--- src/logic/usb_timing_consts.svh ---
// timing counts and test packet constants for the usb link timing block
`ifndef USB_TIMING_CONSTS_SVH
`define USB_TIMING_CONSTS_SVH

// ----------------------------------------
// bit time gaps and limits
// ----------------------------------------
`define GAP_W 10
`define GAP_SAT 10'h3FF
`define LSFS_MIN_GAP 10'h002
`define HS_MIN_GAP 10'h008
`define LSFS_RSP_DET 10'h006
`define LSFS_RSP_CAP 10'h007
`define HS_RSP_MAX 10'h0C0
`define LSFS_TO_LO 10'h010
`define LSFS_TO 10'h011
`define LSFS_TO_HI 10'h012
`define HS_TO_LO 10'h2E0
`define HS_TO 10'h308
`define HS_TO_HI 10'h330

// ----------------------------------------
// clock and real times
// ----------------------------------------
`define CLK_MHZ 100
`define TP_GAP_MAX_US 125
`define TP_GAP_BITS 88

// ----------------------------------------
// test packet, first bit sent is the msb
// ----------------------------------------
`define TPKT_W 9
`define TPKT_TOP 9'h1E7
`define TPKT_BITS { \
  112'h0000_0001_C300_0000_0000_0000_0000, \
  128'h5555_5555_5555_5555_7777_7777_7777_7777, \
  248'h7FFF_FFFF_FFFF_FFFF_FFFF_FFFF_FEFD_FBF7_EFDF_BF3F_7EFD_FBF7_EFDF_BF7E_6D73_7F}

`endif

--- src/logic/usb_timing_pkg.sv ---
// types shared by the usb link timing block
package usb_timing_pkg;

  typedef enum logic [1:0] {
    SPD_LS = 2'h0,
    SPD_FS = 2'h1,
    SPD_HS = 2'h2
  } speed_t;

  typedef enum logic [2:0] {
    TM_NONE = 3'h0,
    TM_SE0_NAK = 3'h1,
    TM_J = 3'h2,
    TM_K = 3'h3,
    TM_PACKET = 3'h4,
    TM_FORCE_EN = 3'h5
  } test_sel_t;

  typedef struct packed {
    logic [7:0] data;
    logic last;
    logic isRsp;
    logic wantRsp;
  } tx_word_t;

  typedef struct packed {
    logic sop;
    logic eop;
    logic inTokOk;
  } line_evt_t;

endpackage : usb_timing_pkg

--- src/logic/usb_link_timing.sv ---
// usb link gap timing, response timeouts and test modes
//
// Contract
// - ls/fs device response gap at least two bits
// - detachable ls/fs device responds within 6.5 bits
// - captive ls/fs device responds under 7.5 bits
// - hs sender waits eight idle bits after receive
// - hs device responds within 192 bits
// - ls/fs timeout between 16 and 18 bits
// - hs timeout between 736 and 816 bits
// - nak mode holds transceiver in hs receive
// - nak mode upstream naks good in tokens
// - constant j mode drives j
// - constant k mode drives k
// - packet mode repeats fixed test packet
// - test packet gap minimum to 125 us
// - force enable downstream port, repeat, disconnect flag
// - test requests accepted only when hs capable
// - test mode entered within 3 ms of status
// - test mode left only by power cycle or hub reset
`timescale 1ns/100ps
`include "usb_timing_consts.svh"

module usb_link_timing #(
  parameter int TP_GAP = `TP_GAP_BITS,
  parameter int PKT_GAP_MAX_CYC = `TP_GAP_MAX_US * `CLK_MHZ
) (
  input wire logic sys_clk,
  input wire logic srst,
  input usb_timing_pkg::speed_t speed,
  input wire logic bitStrobe,
  input wire logic captiveCable,
  input wire logic hsCapable,
  input wire logic upstreamPort,
  input wire logic hubReset,
  input usb_timing_pkg::line_evt_t lineEvt,
  input usb_timing_pkg::tx_word_t txIn,
  input wire logic txInValid,
  output logic txInReady,
  output usb_timing_pkg::tx_word_t txOut,
  output logic txOutValid,
  input wire logic txOutReady,
  output logic nakReq,
  output logic rspLate,
  output logic rspTimeout,
  input wire logic testReq,
  input usb_timing_pkg::test_sel_t testSel,
  input wire logic statusDone,
  output usb_timing_pkg::test_sel_t testMode,
  output logic xcvrHsRx,
  output logic driveJ,
  output logic driveK,
  output logic pktBit,
  output logic pktBitValid,
  output logic portForceEn,
  output logic repeatEn,
  input wire logic discIn,
  output logic discFlag
);
  import usb_timing_pkg::*;

  logic [`GAP_W-1:0] gapCnt_ff;
  logic rxBusy_ff;
  logic inPkt_ff;
  logic waitRsp_ff;
  logic nakPend_ff;
  logic nakReq_ff;
  logic rspLate_ff;
  logic rspTimeout_ff;
  logic discFlag_ff;
  logic armed_ff;
  test_sel_t armSel_ff;
  test_sel_t testMode_ff;
  logic [`GAP_W-1:0] minGap;
  logic [`GAP_W-1:0] rspMax;
  logic [`GAP_W-1:0] toLimit;
  logic gateOpen;
  logic normalTx;
  logic txGo;
  logic bufValid;
  logic bufReady;
  logic sopOut;
  logic eopOut;
  logic nakFire;
  logic selOk;
  logic toFire;
  tx_word_t bufWord;

  // ----------------------------------------
  // speed dependent limits
  // ----------------------------------------
  always_comb
  begin
    if (speed == SPD_HS)
    begin
      minGap = `HS_MIN_GAP;
      rspMax = `HS_RSP_MAX;
      toLimit = `HS_TO;
    end
    else
    begin
      minGap = `LSFS_MIN_GAP;
      rspMax = captiveCable ? `LSFS_RSP_CAP : `LSFS_RSP_DET;
      toLimit = `LSFS_TO;
    end
  end

  // ----------------------------------------
  // transmit path through the buffer
  // ----------------------------------------
  two_entry_buf #(
    .W($bits(tx_word_t))
  ) txBuf (
    .sys_clk(sys_clk),
    .srst(srst),
    .inData(txIn),
    .inValid(txInValid),
    .inReady(txInReady),
    .outData(bufWord),
    .outValid(bufValid),
    .outReady(bufReady)
  );

  assign normalTx = (testMode_ff == TM_NONE) || (testMode_ff == TM_SE0_NAK) ||
    (testMode_ff == TM_FORCE_EN);
  assign gateOpen = !rxBusy_ff && (gapCnt_ff >= minGap);
  assign txGo = inPkt_ff || (gateOpen && normalTx && !nakPend_ff);
  assign txOutValid = bufValid && txGo;
  assign bufReady = txOutReady && txGo;
  assign txOut = bufWord;
  assign sopOut = txOutValid && txOutReady && !inPkt_ff;
  assign eopOut = txOutValid && txOutReady && bufWord.last;
  assign nakFire = nakPend_ff && gateOpen && !inPkt_ff;

  // ----------------------------------------
  // packet in progress on our side
  // ----------------------------------------
  always_ff @(posedge sys_clk)
  begin
    if (srst)
      inPkt_ff <= 1'b0;
    else if (eopOut)
      inPkt_ff <= 1'b0;
    else if (sopOut)
      inPkt_ff <= 1'b1;
  end

  // ----------------------------------------
  // received packet in progress
  // ----------------------------------------
  always_ff @(posedge sys_clk)
  begin
    if (srst)
      rxBusy_ff <= 1'b0;
    else if (lineEvt.eop)
      rxBusy_ff <= 1'b0;
    else if (lineEvt.sop)
      rxBusy_ff <= 1'b1;
  end

  // ----------------------------------------
  // idle bit times since last end of packet
  // ----------------------------------------
  always_ff @(posedge sys_clk)
  begin
    if (srst)
      gapCnt_ff <= `GAP_SAT;
    else if (lineEvt.eop || eopOut || nakReq_ff)
      gapCnt_ff <= '0;
    else if (bitStrobe && !rxBusy_ff && !inPkt_ff && gapCnt_ff != `GAP_SAT)
      gapCnt_ff <= gapCnt_ff + 10'h001;
  end

  // ----------------------------------------
  // late response flag
  // ----------------------------------------
  always_ff @(posedge sys_clk)
  begin
    if (srst)
      rspLate_ff <= 1'b0;
    else
      rspLate_ff <= sopOut && bufWord.isRsp && (gapCnt_ff > rspMax);
  end

  // ----------------------------------------
  // response wait and timeout
  // ----------------------------------------
  assign toFire = waitRsp_ff && !lineEvt.sop && !rxBusy_ff && (gapCnt_ff >= toLimit);

  always_ff @(posedge sys_clk)
  begin
    if (srst)
      waitRsp_ff <= 1'b0;
    else if (eopOut && bufWord.wantRsp)
      waitRsp_ff <= 1'b1;
    else if (lineEvt.sop || toFire)
      waitRsp_ff <= 1'b0;
  end

  always_ff @(posedge sys_clk)
  begin
    if (srst)
      rspTimeout_ff <= 1'b0;
    else
      rspTimeout_ff <= toFire;
  end

  // ----------------------------------------
  // test mode request and entry
  // ----------------------------------------
  always_comb
  begin
    selOk = 1'b0;
    if (hsCapable)
    begin
      case (testSel)
        TM_SE0_NAK, TM_J, TM_K, TM_PACKET: selOk = 1'b1;
        TM_FORCE_EN: selOk = !upstreamPort;
        default: selOk = 1'b0;
      endcase
    end
  end

  always_ff @(posedge sys_clk)
  begin
    if (srst)
    begin
      armed_ff <= 1'b0;
      armSel_ff <= TM_NONE;
    end
    else if (testMode_ff != TM_NONE)
      armed_ff <= 1'b0;
    else if (testReq)
    begin
      armed_ff <= selOk;
      armSel_ff <= testSel;
    end
    else if (statusDone)
      armed_ff <= 1'b0;
  end

  always_ff @(posedge sys_clk)
  begin
    if (srst)
      testMode_ff <= TM_NONE;
    else if (hubReset && !upstreamPort)
      testMode_ff <= TM_NONE;
    else if (testMode_ff == TM_NONE && armed_ff && statusDone)
      testMode_ff <= armSel_ff;
  end

  // ----------------------------------------
  // nak answer in receive test mode
  // ----------------------------------------
  always_ff @(posedge sys_clk)
  begin
    if (srst)
      nakPend_ff <= 1'b0;
    else if (testMode_ff == TM_SE0_NAK && upstreamPort && lineEvt.inTokOk)
      nakPend_ff <= 1'b1;
    else if (nakFire)
      nakPend_ff <= 1'b0;
  end

  always_ff @(posedge sys_clk)
  begin
    if (srst)
      nakReq_ff <= 1'b0;
    else
      nakReq_ff <= nakFire;
  end

  // ----------------------------------------
  // line state and port controls
  // ----------------------------------------
  always_ff @(posedge sys_clk)
  begin
    if (srst)
      discFlag_ff <= 1'b0;
    else
      discFlag_ff <= discIn;
  end

  assign xcvrHsRx = (testMode_ff == TM_SE0_NAK);
  assign driveJ = (testMode_ff == TM_J);
  assign driveK = (testMode_ff == TM_K);
  assign portForceEn = (testMode_ff == TM_FORCE_EN);
  assign repeatEn = portForceEn && rxBusy_ff;
  assign testMode = testMode_ff;
  assign nakReq = nakReq_ff;
  assign rspLate = rspLate_ff;
  assign rspTimeout = rspTimeout_ff;
  assign discFlag = discFlag_ff;

  test_pkt_gen #(
    .GAP_BITS(TP_GAP),
    .GAP_MAX_CYC(PKT_GAP_MAX_CYC)
  ) pktGen (
    .sys_clk(sys_clk),
    .srst(srst),
    .enable(testMode_ff == TM_PACKET),
    .bitStrobe(bitStrobe),
    .pktBit(pktBit),
    .pktBitValid(pktBitValid)
  );
endmodule : usb_link_timing

--- src/logic/two_entry_buf.sv ---
// two entry flip-flop buffer with valid and ready on both sides
`timescale 1ns/100ps

module two_entry_buf #(
  parameter int W = 11
) (
  input wire logic sys_clk,
  input wire logic srst,
  input wire logic [W-1:0] inData,
  input wire logic inValid,
  output logic inReady,
  output logic [W-1:0] outData,
  output logic outValid,
  input wire logic outReady
);

  logic [W-1:0] mem_ff [2];
  logic wrPtr_ff;
  logic rdPtr_ff;
  logic [1:0] cnt_ff;
  logic push;
  logic pop;

  assign inReady = (cnt_ff != 2'h2);
  assign outValid = (cnt_ff != 2'h0);
  assign outData = mem_ff[rdPtr_ff];
  assign push = inValid && inReady;
  assign pop = outValid && outReady;

  // ----------------------------------------
  // storage
  // ----------------------------------------
  always_ff @(posedge sys_clk)
  begin
    if (push)
    begin
      mem_ff[wrPtr_ff] <= inData;
    end
  end

  // ----------------------------------------
  // pointers and fill count
  // ----------------------------------------
  always_ff @(posedge sys_clk)
  begin
    if (srst)
    begin
      wrPtr_ff <= 1'b0;
      rdPtr_ff <= 1'b0;
      cnt_ff <= 2'h0;
    end
    else
    begin
      if (push)
        wrPtr_ff <= !wrPtr_ff;
      if (pop)
        rdPtr_ff <= !rdPtr_ff;
      cnt_ff <= cnt_ff + {1'b0, push} - {1'b0, pop};
    end
  end

endmodule : two_entry_buf

--- src/logic/test_pkt_gen.sv ---
// repeating test packet bit source
`timescale 1ns/100ps
`include "usb_timing_consts.svh"

module test_pkt_gen #(
  parameter int GAP_BITS = `TP_GAP_BITS,
  parameter int GAP_MAX_CYC = `TP_GAP_MAX_US * `CLK_MHZ
) (
  input wire logic sys_clk,
  input wire logic srst,
  input wire logic enable,
  input wire logic bitStrobe,
  output logic pktBit,
  output logic pktBitValid
);

  localparam logic [487:0] PKT = `TPKT_BITS;

  logic [`TPKT_W-1:0] idx_ff;
  logic sending_ff;
  logic [7:0] gap_ff;
  logic [31:0] gapCyc_ff;
  logic pktBit_ff;
  logic pktBitValid_ff;

  assign pktBit = pktBit_ff;
  assign pktBitValid = pktBitValid_ff;

  // ----------------------------------------
  // packet bits then idle gap, repeated
  // ----------------------------------------
  always_ff @(posedge sys_clk)
  begin
    if (srst || !enable)
    begin
      idx_ff <= `TPKT_TOP;
      sending_ff <= 1'b1;
      gap_ff <= 8'h00;
      pktBit_ff <= 1'b0;
      pktBitValid_ff <= 1'b0;
    end
    else
    begin
      pktBitValid_ff <= bitStrobe && sending_ff;
      if (bitStrobe && sending_ff)
      begin
        pktBit_ff <= PKT[idx_ff];
        idx_ff <= idx_ff - 9'h001;
        if (idx_ff == 9'h000)
        begin
          sending_ff <= 1'b0;
          gap_ff <= 8'h00;
        end
      end
      else if (bitStrobe)
      begin
        gap_ff <= gap_ff + 8'h01;
        if (gap_ff == 8'(GAP_BITS - 1))
        begin
          sending_ff <= 1'b1;
          idx_ff <= `TPKT_TOP;
        end
      end
    end
  end

  // ----------------------------------------
  // gap length in clocks, checked only
  // ----------------------------------------
  always_ff @(posedge sys_clk)
  begin
    if (srst || !enable || sending_ff)
      gapCyc_ff <= 32'h0000_0000;
    else
      gapCyc_ff <= gapCyc_ff + 32'h0000_0001;
  end
endmodule : test_pkt_gen

--- config.mk ---
export PLATFORM = sky130hd
export DESIGN_NAME = usb_link_timing
export DESIGN_NICKNAME = d
export VERILOG_FILES = /design/src/logic/usb_timing_pkg.sv /design/src/logic/usb_link_timing.sv /design/src/logic/two_entry_buf.sv /design/src/logic/test_pkt_gen.sv
export VERILOG_INCLUDE_DIRS = /design/src /design/src/logic
export SDC_FILE = /design/constraint.sdc
export NUM_CORES = 1
export LEC_CHECK = 0
export BUFFER_PORTS_ARGS = -buffer_cell sky130_fd_sc_hd__buf_4
export CORE_ASPECT_RATIO = 1.4
export CORE_MARGIN = 2
export CORE_UTILIZATION = 35
export DETAILED_ROUTE_END_ITERATION = 16
export GPL_ROUTABILITY_DRIVEN = 0
export GPL_TIMING_DRIVEN = 0
export PLACE_DENSITY = 0.53
export SETUP_SLACK_MARGIN = 0.1
export SYNTH_ARGS = -nofsm -noshare
export SYNTH_HDL_FRONTEND = slang
export SYNTH_SLANG_ARGS = --single-unit
--- constraint.sdc ---
create_clock -name sys_clk -period 3.3 [get_ports sys_clk]
set_input_delay 0.66 -clock sys_clk [delete_from_list [all_inputs] [get_ports sys_clk]]
set_output_delay 0.66 -clock sys_clk [all_outputs]
set_load 0.02 [all_outputs]
=== Word level (Yosys, flattened, before mapping) ===
Memories as Yosys holds them, arrays and structs flattened. A register that Yosys moved wholly into a read port is not among the register bits.
Cells that the tools add are included.

* Register bits after elaboration: 48
* RAM bits: 22
* Memory bits (read-only): 512
* Memories kept: 2

{| class="wikitable"
|+ Memory list
! memory !! depth !! width !! read ports !! clocked after memory_dff !! wr ports !! line !! text
|-
| (no name shown) || 512 || 1 || 1 || 1 || 0 || test_pkt_gen.sv:47 || <nowiki>pktBit_ff <= PKT[idx_ff];</nowiki>
|-
| txBuf.mem_ff || 2 || 11 || 1 || 1 || 1 || two_entry_buf.sv:17 || <nowiki>logic [W-1:0] mem_ff [2];</nowiki>
|}

* Add/sub/neg operators: 5
* Order comparisons: 3
* Equality and inequality tests: 15
* Muxes and demuxes: 28
* Bitwise logic cells: 1
* Reduce and logical (&&, ||, !) cells: 62

{| class="wikitable"
|+ Operator list
! cell !! count
|-
| $mux W8 || 4
|-
| $mux W10 || 3
|-
| $logic_and A1 B1 Y1 || 28
|-
| $mux W9 || 3
|-
| $ge A10 B10 Y1 || 2
|-
| $mux W1 || 16
|-
| $reduce_bool A2 Y1 || 7
|-
| $eq A3 B2 Y1 const B || 4
|-
| $eq A3 B3 Y1 const B || 4
|-
| $add A10 B1 Y10 const B || 1
|-
| $gt A10 B10 Y1 || 1
|-
| $ne A10 B10 Y1 const B || 1
|-
| $logic_not A9 Y1 || 1
|-
| $sub A9 B1 Y9 const B || 1
|-
| $add A8 B1 Y8 const B || 1
|-
| $eq A8 B7 Y1 const B || 1
|-
| $logic_not A1 Y1 || 8
|-
| $reduce_or A2 Y1 || 4
|-
| $logic_or A1 B1 Y1 || 7
|-
| $eq A3 B1 Y1 const B || 2
|-
| $reduce_and A2 Y1 || 3
|-
| $mux W4 || 1
|-
| $ne A2 B2 Y1 const B || 2
|-
| $reduce_or A4 Y1 || 1
|-
| other kinds (8) || 8
|}

=== Logic depth before layout (Yosys ltp) ===
Gate-level depths: netlist (run 1).

* Depth after elaboration: 13
* Mapped depth: 12
* Depth with buffers taken out: 12

=== Hierarchy ===
A second synthesis (run 1) with hierarchy kept.

* Cells, all modules: 389
* Area total of the unflattened synthesis: 3911.3 um2

{| class="wikitable"
|+ By module, submodules not included
! module !! times used !! cells an instance !! area an instance (um2) !! seq. area each (um2)
|-
| usb_link_timing || 1 || 171 || 1542.7 || 500.5
|-
| test_pkt_gen || 1 || 155 || 1322.5 || 400.4
|-
| two_entry_buf || 1 || 63 || 1046.0 || 760.7
|}

=== Worst setup path after synthesis (run 1) ===
Ideal clock, no wire load.

* Kind: input to register
* Start point: input port speed[0]
* End point: register txBuf.cnt_ff[1]
* Arrival: 2.625 ns
* Required time: 3.172 ns
* Setup slack: 0.548 ns
* Stages on the path: 12
* Buffers on the path: 0
* Path through: nand2b_1 > ha_1 > nor2b_1 > o21ai_0 > a211o_1 > nand2_1 > ha_1 > inv_1 > ha_1 > xor2_1 > xnor2_1 > nor2_1

* Word-level cells in the longest chain between the ends: 10

{| class="wikitable"
|+ RTL lines
! element !! line !! text
|-
| from (decl) || usb_link_timing.sv:30 || <nowiki>input usb_timing_pkg::speed_t speed,</nowiki>
|-
| $eq A2 B2 Y1 || usb_link_timing.sv:94 || <nowiki>if (speed == SPD_HS)</nowiki>
|-
| $mux W4 || usb_link_timing.sv:94 ||
|-
| $ge A10 B10 Y1 || usb_link_timing.sv:126 || <nowiki>assign gateOpen = !rxBusy_ff && (gapCnt_ff >= minGap);</nowiki>
|-
| $logic_and A1 B1 Y1 || usb_link_timing.sv:126 ||
|-
| $logic_and A1 B1 Y1 (2 in a row) || usb_link_timing.sv:127 || <nowiki>assign txGo = inPkt_ff || (gateOpen && normalTx && !nakPend_ff);</nowiki>
|-
| $logic_or A1 B1 Y1 || usb_link_timing.sv:127 ||
|-
| $logic_and A1 B1 Y1 || usb_link_timing.sv:129 || <nowiki>assign bufReady = txOutReady && txGo;</nowiki>
|-
| $logic_and A1 B1 Y1 || two_entry_buf.sv:28 || <nowiki>assign pop = outValid && outReady;</nowiki>
|-
| named net txBuf.pop || two_entry_buf.sv:22 || <nowiki>logic pop;</nowiki>
|-
| $sub A2 B1 Y2 || two_entry_buf.sv:58 || <nowiki>cnt_ff <= cnt_ff + {1'b0, push} - {1'b0, pop};</nowiki>
|-
| to (signal assigned) || two_entry_buf.sv:58 ||
|-
| to (decl) || two_entry_buf.sv:20 || <nowiki>logic [1:0] cnt_ff;</nowiki>
|}

The timed path passes the listed nets, and every way through them passes these cells.
A chain may end at the register's enable or synchronous reset.

=== Worst setup path in the final report (run 1) ===
* Start point: input port speed[0]
* End point: output port txOutValid

* Word-level cells in the longest chain between the ends: 8

{| class="wikitable"
|+ RTL lines
! element !! line !! text
|-
| $eq A2 B2 Y1 || usb_link_timing.sv:94 ||
|-
| $mux W4 || usb_link_timing.sv:94 ||
|-
| $ge A10 B10 Y1 || usb_link_timing.sv:126 ||
|-
| $logic_and A1 B1 Y1 || usb_link_timing.sv:126 ||
|-
| $logic_and A1 B1 Y1 (2 in a row) || usb_link_timing.sv:127 ||
|-
| $logic_or A1 B1 Y1 || usb_link_timing.sv:127 ||
|-
| $logic_and A1 B1 Y1 || usb_link_timing.sv:128 || <nowiki>assign txOutValid = bufValid && txGo;</nowiki>
|-
| to (decl) || usb_link_timing.sv:41 || <nowiki>output logic txOutValid,</nowiki>
|}

Every way passes these cells.

==> results of run 1 <==
[cells by family after synthesis]
group	after synthesis	synth area share, %
DFF	72	43.3
muxes	19	5.31
and+or+nand+nor	154	21.3
AOI/OAI and AO/OA	82	14.6
xor gates and xnor gates	17	3.88
adders and majority gates	23	7.50
buffers and inverters	36	4.11
[placed cells by master (no fill, tap or decap), drive strengths merged, types with 7 or more instances in the layout]
cell type | Yosys | routed
nor2b | 7 | 7
and2 | 7 | 7
nor3 | 10 | 10
inv | 16 | 16
clkbuf | 15 | 26
ha | 23 | 23
nand3 | 16 | 16
o21bai | 10 | 10
mux2 | 11 | 11
nor3b | 8 | 8
mux2i | 8 | 8
nor2 | 36 | 36
buf | 5 | 62
nand2 | 26 | 26
nand4 | 8 | 8
a21oi | 21 | 21
edfxtp | 22 | 22
o21ai | 14 | 14
xnor2 | 8 | 8
dfxtp | 50 | 50
xor2 | 9 | 9
and3 | 9 | 9
[flip-flops by register name, indices dropped and copies added (netlist names), named ones only]
| signal | flops |
|---|---|
| pktGen.idx_ff | 9 |
| inPkt_ff | 1 |
| txBuf.mem_ff | 22 |
| testMode | 3 |
| txBuf.cnt_ff | 2 |
| pktGen.gap_ff | 8 |
| nakPend_ff | 1 |
| armSel_ff | 3 |
| pktGen.pktBitValid | 1 |
| rxBusy_ff | 1 |
| pktGen.sending_ff | 1 |
| nakReq | 1 |
| waitRsp_ff | 1 |
| discFlag | 1 |
| gapCnt_ff | 10 |
| txBuf.rdPtr_ff | 1 |
| armed_ff | 1 |
| rspTimeout | 1 |
| txBuf.wrPtr_ff | 1 |
| rspLate | 1 |
| pktGen.pktBit | 1 |
[how the worst min path moves through the flow]
stage / to / cells after the start / from / slack, ns
global placement: nakReq / 2 / nakPend_ff / 0.47
floorplan: nakReq / 2 / nakPend_ff / 0.44
finish: nakReq / 2 / nakPend_ff / 0.47
global route: rxBusy_ff / 2 / lineEvt[1] / 0.49
detailed placement: nakReq / 2 / nakPend_ff / 0.47
CTS: nakReq / 2 / nakPend_ff / 0.48
[worst max-delay path, cell delays in order]
cell and delay (ns):
sky130_fd_sc_hd__buf_4 0.10, sky130_fd_sc_hd__nand2b_1 0.29, sky130_fd_sc_hd__ha_1 0.40, sky130_fd_sc_hd__nor2b_1 0.16, sky130_fd_sc_hd__o21ai_2 0.09, sky130_fd_sc_hd__a21oi_2 0.21
sky130_fd_sc_hd__nor2_1 0.10, sky130_fd_sc_hd__nor2_1 0.16, sky130_fd_sc_hd__buf_4 0.17
[repair_timing]
item / in CTS / in global routing
hold buffers: 0 / 0
resized for setup: 1 / 2
endpoints found under the setup margin: 1 / 1
cloned: 0 / 0
endpoints found under the hold margin: 0 / 0
[power by group through the flow]
stage / registers (W) / logic (W) / clock network [W]
6_report: 0.00107 / 0.000572 / 0.00111
5_1_grt: 0.00108 / 0.000640 / 0.00118
4_1_cts: 0.00107 / 0.000577 / 0.00114
3_5_place_dp: 0.00109 / 0.000572 / 0
3_3_place_gp: 0.00108 / 0.000568 / 0
2_1_floorplan: 0.00107 / 0.000380 / 0
[routing by layer]
layer  global-route usage [%]  vias up  share of wire [%]
met5                        0        -                  0
li1                         -     1605                  -
met4                     7.73        0                2.3
met2                     29.1       80                 51
met1                     17.8     1486                 42
met3                     3.00       16                4.1
[metrics by stage]
| step | total power (W) | hold WS, ns | setup WS, ns |
|---|---|---|---|
| 5_1_grt | 0.00290 | 0.493 | 0.151 |
| 6_report | 0.00275 | 0.472 | 0.298 |
| 3_3_place_gp | 0.00165 | 0.472 | 0.101 |
| 4_1_cts | 0.00278 | 0.478 | 0.173 |
| 2_1_floorplan | 0.00145 | 0.443 | 0.548 |
| 3_5_place_dp | 0.00166 | 0.470 | 0.0656 |
[area by class of cell]
type,instances,share of cell area (%)
Clock inverter,5,2.22
Sequential cell,72,34.7
Multi-Input combinational cell,295,42.3
Timing Repair Buffer,57,8.93
Buffer,20,2.04
Clock buffer,11,4.86
Tap cell,141,3.68
Inverter,16,1.25
==> results.txt, run 1 <==
----------------------------------------------------
[Global route]
  Pin count of the biggest net entering global routing ... 14
  Via count of the first global-routing pass ... 3212
  Tot GR Track Use ... 16.0%
  First-pass GRT wire length ... 15.0 mm
  Global route overflow ... 0
  Initial antenna violation count ... 0

[Clock network]
  Clk_lat worst skew ... 0.33 ns
  TritonCTS clock tree ... done
  Worst-case clock buffer depth ... 2
  Clock input transition at the sequential cells of the worst setup and hold paths ... 0.06 ns
  Number of buffers inserted during clock tree synthesis ... 9
  Clock Root Buffer ... sky130_fd_sc_hd__clkbuf_16
  Clock net sink count ... 72
  Post-CTS setup-driven buffer insertion count ... 0
  H-tree depth reported by CTS ... 3

[Synthesis]
  Dominant register cell in the synthesized netlist ... sky130_fd_sc_hd__dfxtp_1
  Sequential-to-total area share from yosys stat ... 43.3%
  Largest area contributor in the netlist ... sky130_fd_sc_hd__dfxtp_1
  Instance count of the mapped netlist ... 403
  Cell types with the largest area share after synthesis ... sky130_fd_sc_hd__dfxtp_1, sky130_fd_sc_hd__edfxtp_1, sky130_fd_sc_hd__ha_1
  Area share of the largest cell type after synthesis ... 26.1%
  Most numerous cell types in the synthesized netlist ... sky130_fd_sc_hd__dfxtp_1, sky130_fd_sc_hd__nor2_1, sky130_fd_sc_hd__nand2_1
  Most frequently used cell type in the post-synthesis netlist ... sky130_fd_sc_hd__dfxtp_1
  Total of flip-flops plus latches after synthesis ... 72
  Syn. warnings ... 0
  Number of nets produced by synthesis ... 457
  Mean area per synthesized cell ... 9.53 µm²
  Distinct cell type count after synthesis ... 58
  Post-synthesis instance area ... 3840 µm²
  Count of flip-flops with a built-in enable after synthesis ... 22
  Share of flip-flops with an asynchronous set or reset after synthesis ... 0%

[Finish]
  Inserted Diodes ... 0
  Fillers ... 1042
  Proportion of layout cells with a drive suffix above 1 ... 19.7%
  Synth-to-layout area growth ... 24.8%
  Area taken by multi-input logic gates ... 2030 µm²
  Flip-flop and latch area ... 1660 µm²
  Final non-filler cell area ... 4790 µm²
  Final #Nets ... 525
  Final cell utilization of the core ... 44.5%
  Layout Cells excl Fill ... 617

[Die]
  Number of cell rows ... 45
  Number of top-level design ports ... 58
  Die height ... 128 µm
  Starting density of the core ... 35.7%
  Die outline width ... 92.5 µm
  Core area ... 10800 µm²
  Die Area ... 11800 µm²

[Worst setup path]
  Critical path class ... in2out
  Minimum setup slack among reg-to-reg paths ... 0.81 ns
  Worst setup endpoint ... txOutValid
  Critical path arrival ... 2.34 ns
  Data required time at the worst endpoint ... 2.64 ns
  Capture instance of the worst register-to-register path ... txBuf.cnt_ff[1]
  Register-to-Register Path Depth ... 12
  Critical R2R Launch ... gapCnt_ff[1]
  Crit-path max FO ... 9
  Category of the worst setup path launch point ... input port
  CP Capture Type ... primary output
  Start point of the critical path ... speed[0]

[Pwr]
  Power density over the cells ... 575 nW/µm²
  Maximum resistive drop on vdd ... 0.000267 V
  Gate power share ... 20.8%
  Cell internal power dissipation ... 0.00200 W
  Switching share of power ... 27.3%
  P_leak ... 1.95 nW
  P_sw ... 0.000753 W
  Register share of total power ... 38.8%
  Clk pwr share ... 40.4%

[STA]
  Tightest Pin Transition ... 0.979 ns
  Relative slew slack ... 34.5%
  Worst Clk Skew ... 0.00520 ns
  Min Clock Period, post-route ... 3.00 ns
  Setup total negative slack ... 0 ns
  Pins over their slew limit ... 0
  Setup repair after global routing missed its margin ... false
  Final worst-path cycle share ... 91.0%
  Maximum clock frequency ... 333 MHz
  Setup Viol. Count Final ... 0
  Final count of hold timing violations ... 0

[Placement]
  Hpwl dp ... 6.65 mm
  Number of port buffers ... 57
  Placed instance count ... 601
  Post-Place Cell Area ... 4440 µm²

[Route]
  Routed len/inst ... 14.6 µm
  Total number of vias ... 3187
  Total routed wirelength ... 9.03 mm
  Vias per Instance ... 5.17
  Drt first-iter violations ... 90
  Number of iterations in the first detailed-routing pass ... 6
  Number of antenna-violating nets in the routed design ... 0
  DRC ... 0

[Status]
  Result of the run ... finished, final reports clean

[Worst hold path]
  Type of the most critical hold path ... reg2reg

[Job]
  Max capacitance violation total ... 0

----------------------------------------------------
(Power assumes the default switching activity.)
==> run 2, diff against run 1 <==
- BUFFER_PORTS_ARGS: -buffer_cell sky130_fd_sc_hd__buf_4 -> -buffer_cell sky130_fd_sc_hd__buf_2
- CORE_MARGIN: 2 -> default
- CORE_UTILIZATION: 35 -> 55
- PLACE_DENSITY: 0.53 -> 0.77
==> results.txt, run 2 (synthesized netlist as in run 1, its figures left out) <==
----------------------------------------------------
[Placement]
  Worst Setup Slack post-DPL ... 0.0882 ns (was 0.0656 ns)
  Placed instance count ... 552 (was 601)
  Number of port buffers ... 57 (unchanged)
  Hpwl dp ... 5.83 mm (was 6.65 mm)

[Worst setup path]
  Register-to-Register Path Depth ... 12 (unchanged)
  Critical R2R Launch ... gapCnt_ff[1] (unchanged)
  Critical path class ... in2out (unchanged)
  Crit-path max FO ... 9 (unchanged)
  Data required time at the worst endpoint ... 2.64 ns (about the same)
  Critical Path Slowest Stage Cell ... sky130_fd_sc_hd__ha_1 (unchanged)
  Critical path arrival ... 2.33 ns (was 2.34 ns)
  Critical path, cell by cell ... buf_2 -> nand2b_1 -> ha_1 -> nor2b_1 -> o21ai_2 -> a21oi_2 -> nor2_1 -> nor2_1 -> buf_2 (was buf_4 -> nand2b_1 -> ha_1 -> nor2b_1 -> o21ai_2 -> a21oi_2 -> nor2_1 -> nor2_1 -> buf_4)
  Minimum setup slack among reg-to-reg paths ... 0.80 ns (was 0.81 ns)
  Capture instance of the worst register-to-register path ... txBuf.cnt_ff[1] (unchanged)
  Delay of the slowest cell on the worst path ... 0.39 ns (was 0.40 ns)
  Category of the worst setup path launch point ... input port (unchanged)
  CP Capture Type ... primary output (unchanged)

[Status]
  Result of the run ... finished, final reports clean (unchanged)

[Clock network]
  Clock input transition at the sequential cells of the worst setup and hold paths ... 0.08 ns (was 0.06 ns)
  Post-CTS setup-driven buffer insertion count ... 0 (unchanged)
  Clk_lat worst skew ... 0.36 ns (was 0.33 ns)
  H-tree depth reported by CTS ... 3 (unchanged)
  Clock Root Buffer ... sky130_fd_sc_hd__clkbuf_8 (was sky130_fd_sc_hd__clkbuf_16)
  Number of buffers inserted during clock tree synthesis ... 9 (unchanged)
  Clock net sink count ... 72 (unchanged)
  Worst-case clock buffer depth ... 2 (unchanged)
  TritonCTS clock tree ... done (unchanged)

[STA]
  Maximum clock frequency ... 335 MHz (was 333 MHz)
  Setup total negative slack ... 0 ns (unchanged)
  Final worst-path cycle share ... 90.6% (was 91.0%)
  Relative slew slack ... 37.5% (was 34.5%)
  Worst Clk Skew ... 0.0133 ns (was 0.00520 ns)
  Setup Viol. Count Final ... 0 (unchanged)
  Min Clock Period, post-route ... 2.99 ns (was 3.00 ns)
  Pins over their slew limit ... 0 (unchanged)
  Final count of hold timing violations ... 0 (unchanged)
  Tightest Pin Transition ... 0.933 ns (was 0.979 ns)
  WHS ... 0.480 ns (was 0.472 ns)
  Post-route setup slack ... 0.312 ns (was 0.298 ns)
  Setup repair after global routing missed its margin ... false (unchanged)

[Global route]
  Via count of the first global-routing pass ... 3077 (was 3212)
  First-pass GRT wire length ... 13.4 mm (was 15.0 mm)
  Pin count of the biggest net entering global routing ... 15 (was 14)
  Global route overflow ... 0 (unchanged)
  Initial antenna violation count ... 0 (unchanged)
  Tot GR Track Use ... 23.9% (was 16.0%)

[Finish]
  Biggest registers after layout ... txBuf.mem_ff x22, gapCnt_ff x10, pktGen.idx_ff x9 (unchanged)
  Reg with most FFs ... txBuf.mem_ff (unchanged)
  Most common cell after layout, fill and taps aside ... sky130_fd_sc_hd__buf_2 (was sky130_fd_sc_hd__buf_4)
  Final cell utilization of the core ... 67.2% (was 44.5%)
  Final #Nets ... 525 (unchanged)
  Layout Cells excl Fill ... 568 (was 617)
  Inserted Diodes ... 0 (unchanged)
  Number of flip-flops in the largest register ... 22 (unchanged)
  Proportion of layout cells with a drive suffix above 1 ... 20.2% (was 19.7%)
  Synth-to-layout area growth ... 16.5% (was 24.8%)
  Commonest cells after routing, fill and taps aside ... sky130_fd_sc_hd__buf_2, sky130_fd_sc_hd__dfxtp_1, sky130_fd_sc_hd__nor2_1 (was sky130_fd_sc_hd__buf_4, sky130_fd_sc_hd__dfxtp_1, sky130_fd_sc_hd__nor2_1)

[Die]
  Die Area ... 7320 µm² (was 11800 µm²)
  Starting density of the core ... 57.7% (was 35.7%)
  Die height ... 101 µm (was 128 µm)
  Die outline width ... 72.6 µm (was 92.5 µm)
  Core area ... 6660 µm² (was 10800 µm²)
  Number of top-level design ports ... 58 (unchanged)
  Number of cell rows ... 35 (was 45)

[Pwr]
  P_leak ... 1.86 nW (was 1.95 nW)
  Switching share of power ... 31.0% (was 27.3%)
  P_sw ... 0.000742 W (was 0.000753 W)
  Maximum resistive drop on vdd ... 0.000494 V (was 0.000267 V)
  Cell internal power dissipation ... 0.00165 W (was 0.00200 W)
  Power density over the cells ... 536 nW/µm² (was 575 nW/µm²)
  Register share of total power ... 44.5% (was 38.8%)
  Clk pwr share ... 33.4% (was 40.4%)
  Gate power share ... 22.1% (was 20.8%)

[Route]
  Drt first-iter violations ... 175 (was 90)
  DRC ... 0 (unchanged)
  Total routed wirelength ... 8.09 mm (was 9.03 mm)
  Vias per Instance ... 5.68 (was 5.17)
  Number of antenna-violating nets in the routed design ... 0 (unchanged)
  Routed len/inst ... 14.2 µm (was 14.6 µm)
  Number of iterations in the first detailed-routing pass ... 4 (was 6)
  Total number of vias ... 3229 (was 3187)

[Worst hold path]
  Type of the most critical hold path ... reg2reg (unchanged)
  Hold worst-path end ... nakReq (unchanged)
  Source of the worst hold timing path ... nakPend_ff (unchanged)
  Count of cells along the worst hold path ... 2 (unchanged)

[Job]
  Max capacitance violation total ... 0 (unchanged)

----------------------------------------------------
[run 2: cell types whose count changed in the layout (fill, tap and decap cells not counted), moves of 2 or more]
cell,change
sky130_fd_sc_hd__clkbuf_16,-9
sky130_fd_sc_hd__buf_2,+57
sky130_fd_sc_hd__inv_6,+3
sky130_fd_sc_hd__clkbuf_1,-2
sky130_fd_sc_hd__clkbuf_8,+9
sky130_fd_sc_hd__buf_4,-57
[run 2: timing repair]
action	CTS	global route
resized for setup	1	2
endpoints found under the hold margin	0	0
hold buffers	0	0
endpoints found under the setup margin	1	1
[run 2: how the worst max path moves through the flow]
stage             start               to  slack [ns]  cells past startpoint
5_1_grt        speed[0]       txOutValid        0.11                      9
3_5_place_dp   speed[0]  txBuf.cnt_ff[1]        0.09                     13
2_1_floorplan  speed[0]  txBuf.cnt_ff[1]        0.55                     12
4_1_cts        speed[0]       txOutValid        0.22                      9
6_report       speed[0]       txOutValid        0.31                      9
3_3_place_gp   speed[0]       txOutValid        0.14                      9
[run 2: routing by layer]
metal | part of all wire, % | global-route usage [%] | vias to the layer above
met5 | 0 | 0 | -
met4 | 1.5 | 10.3 | 0
met3 | 3.4 | 4.90 | 10
met2 | 52 | 42.4 | 78
met1 | 43 | 27.6 | 1538
li1 | - | - | 1603
[run 2: cell type report]
cell class / instances / area, µm²
clock inverter: 7 / 101
sequential: 72 / 1660
fill: 574 / 2180
timing repair buffer: 57 / 285
inverter: 16 / 60.1
buffer: 20 / 97.6
clock buffer: 9 / 124
tap: 92 / 115
multi-input combinational: 295 / 2030
[run 2: power groups by stage]
| stage | Sequential (W) | Combinational (W) | Clock, W |
|---|---|---|---|
| 6_report | 0.00106 | 0.000530 | 0.000800 |
| 4_1_cts | 0.00106 | 0.000529 | 0.000808 |
| 3_3_place_gp | 0.00108 | 0.000505 | 0 |
| 2_1_floorplan | 0.00107 | 0.000380 | 0 |
| 3_5_place_dp | 0.00108 | 0.000524 | 0 |
| 5_1_grt | 0.00108 | 0.000584 | 0.000848 |
[run 2: worst max-delay path, delay by kind of cell]
kind / cells / cell delay [ns]
AOI/OAI and AO/OA: 2 / 0.31
adders and majority gates: 1 / 0.39
and+or+nand+nor: 4 / 0.68
buffers and inverters: 2 / 0.28
[run 2: stage by stage]
step	total power, W	instance area (µm²)
2_1_floorplan	0.00145	3840
3_3_place_gp	0.00158	4240
3_5_place_dp	0.00161	4240
4_1_cts	0.00240	4460
5_1_grt	0.00251	4470
6_report	0.00240	4470
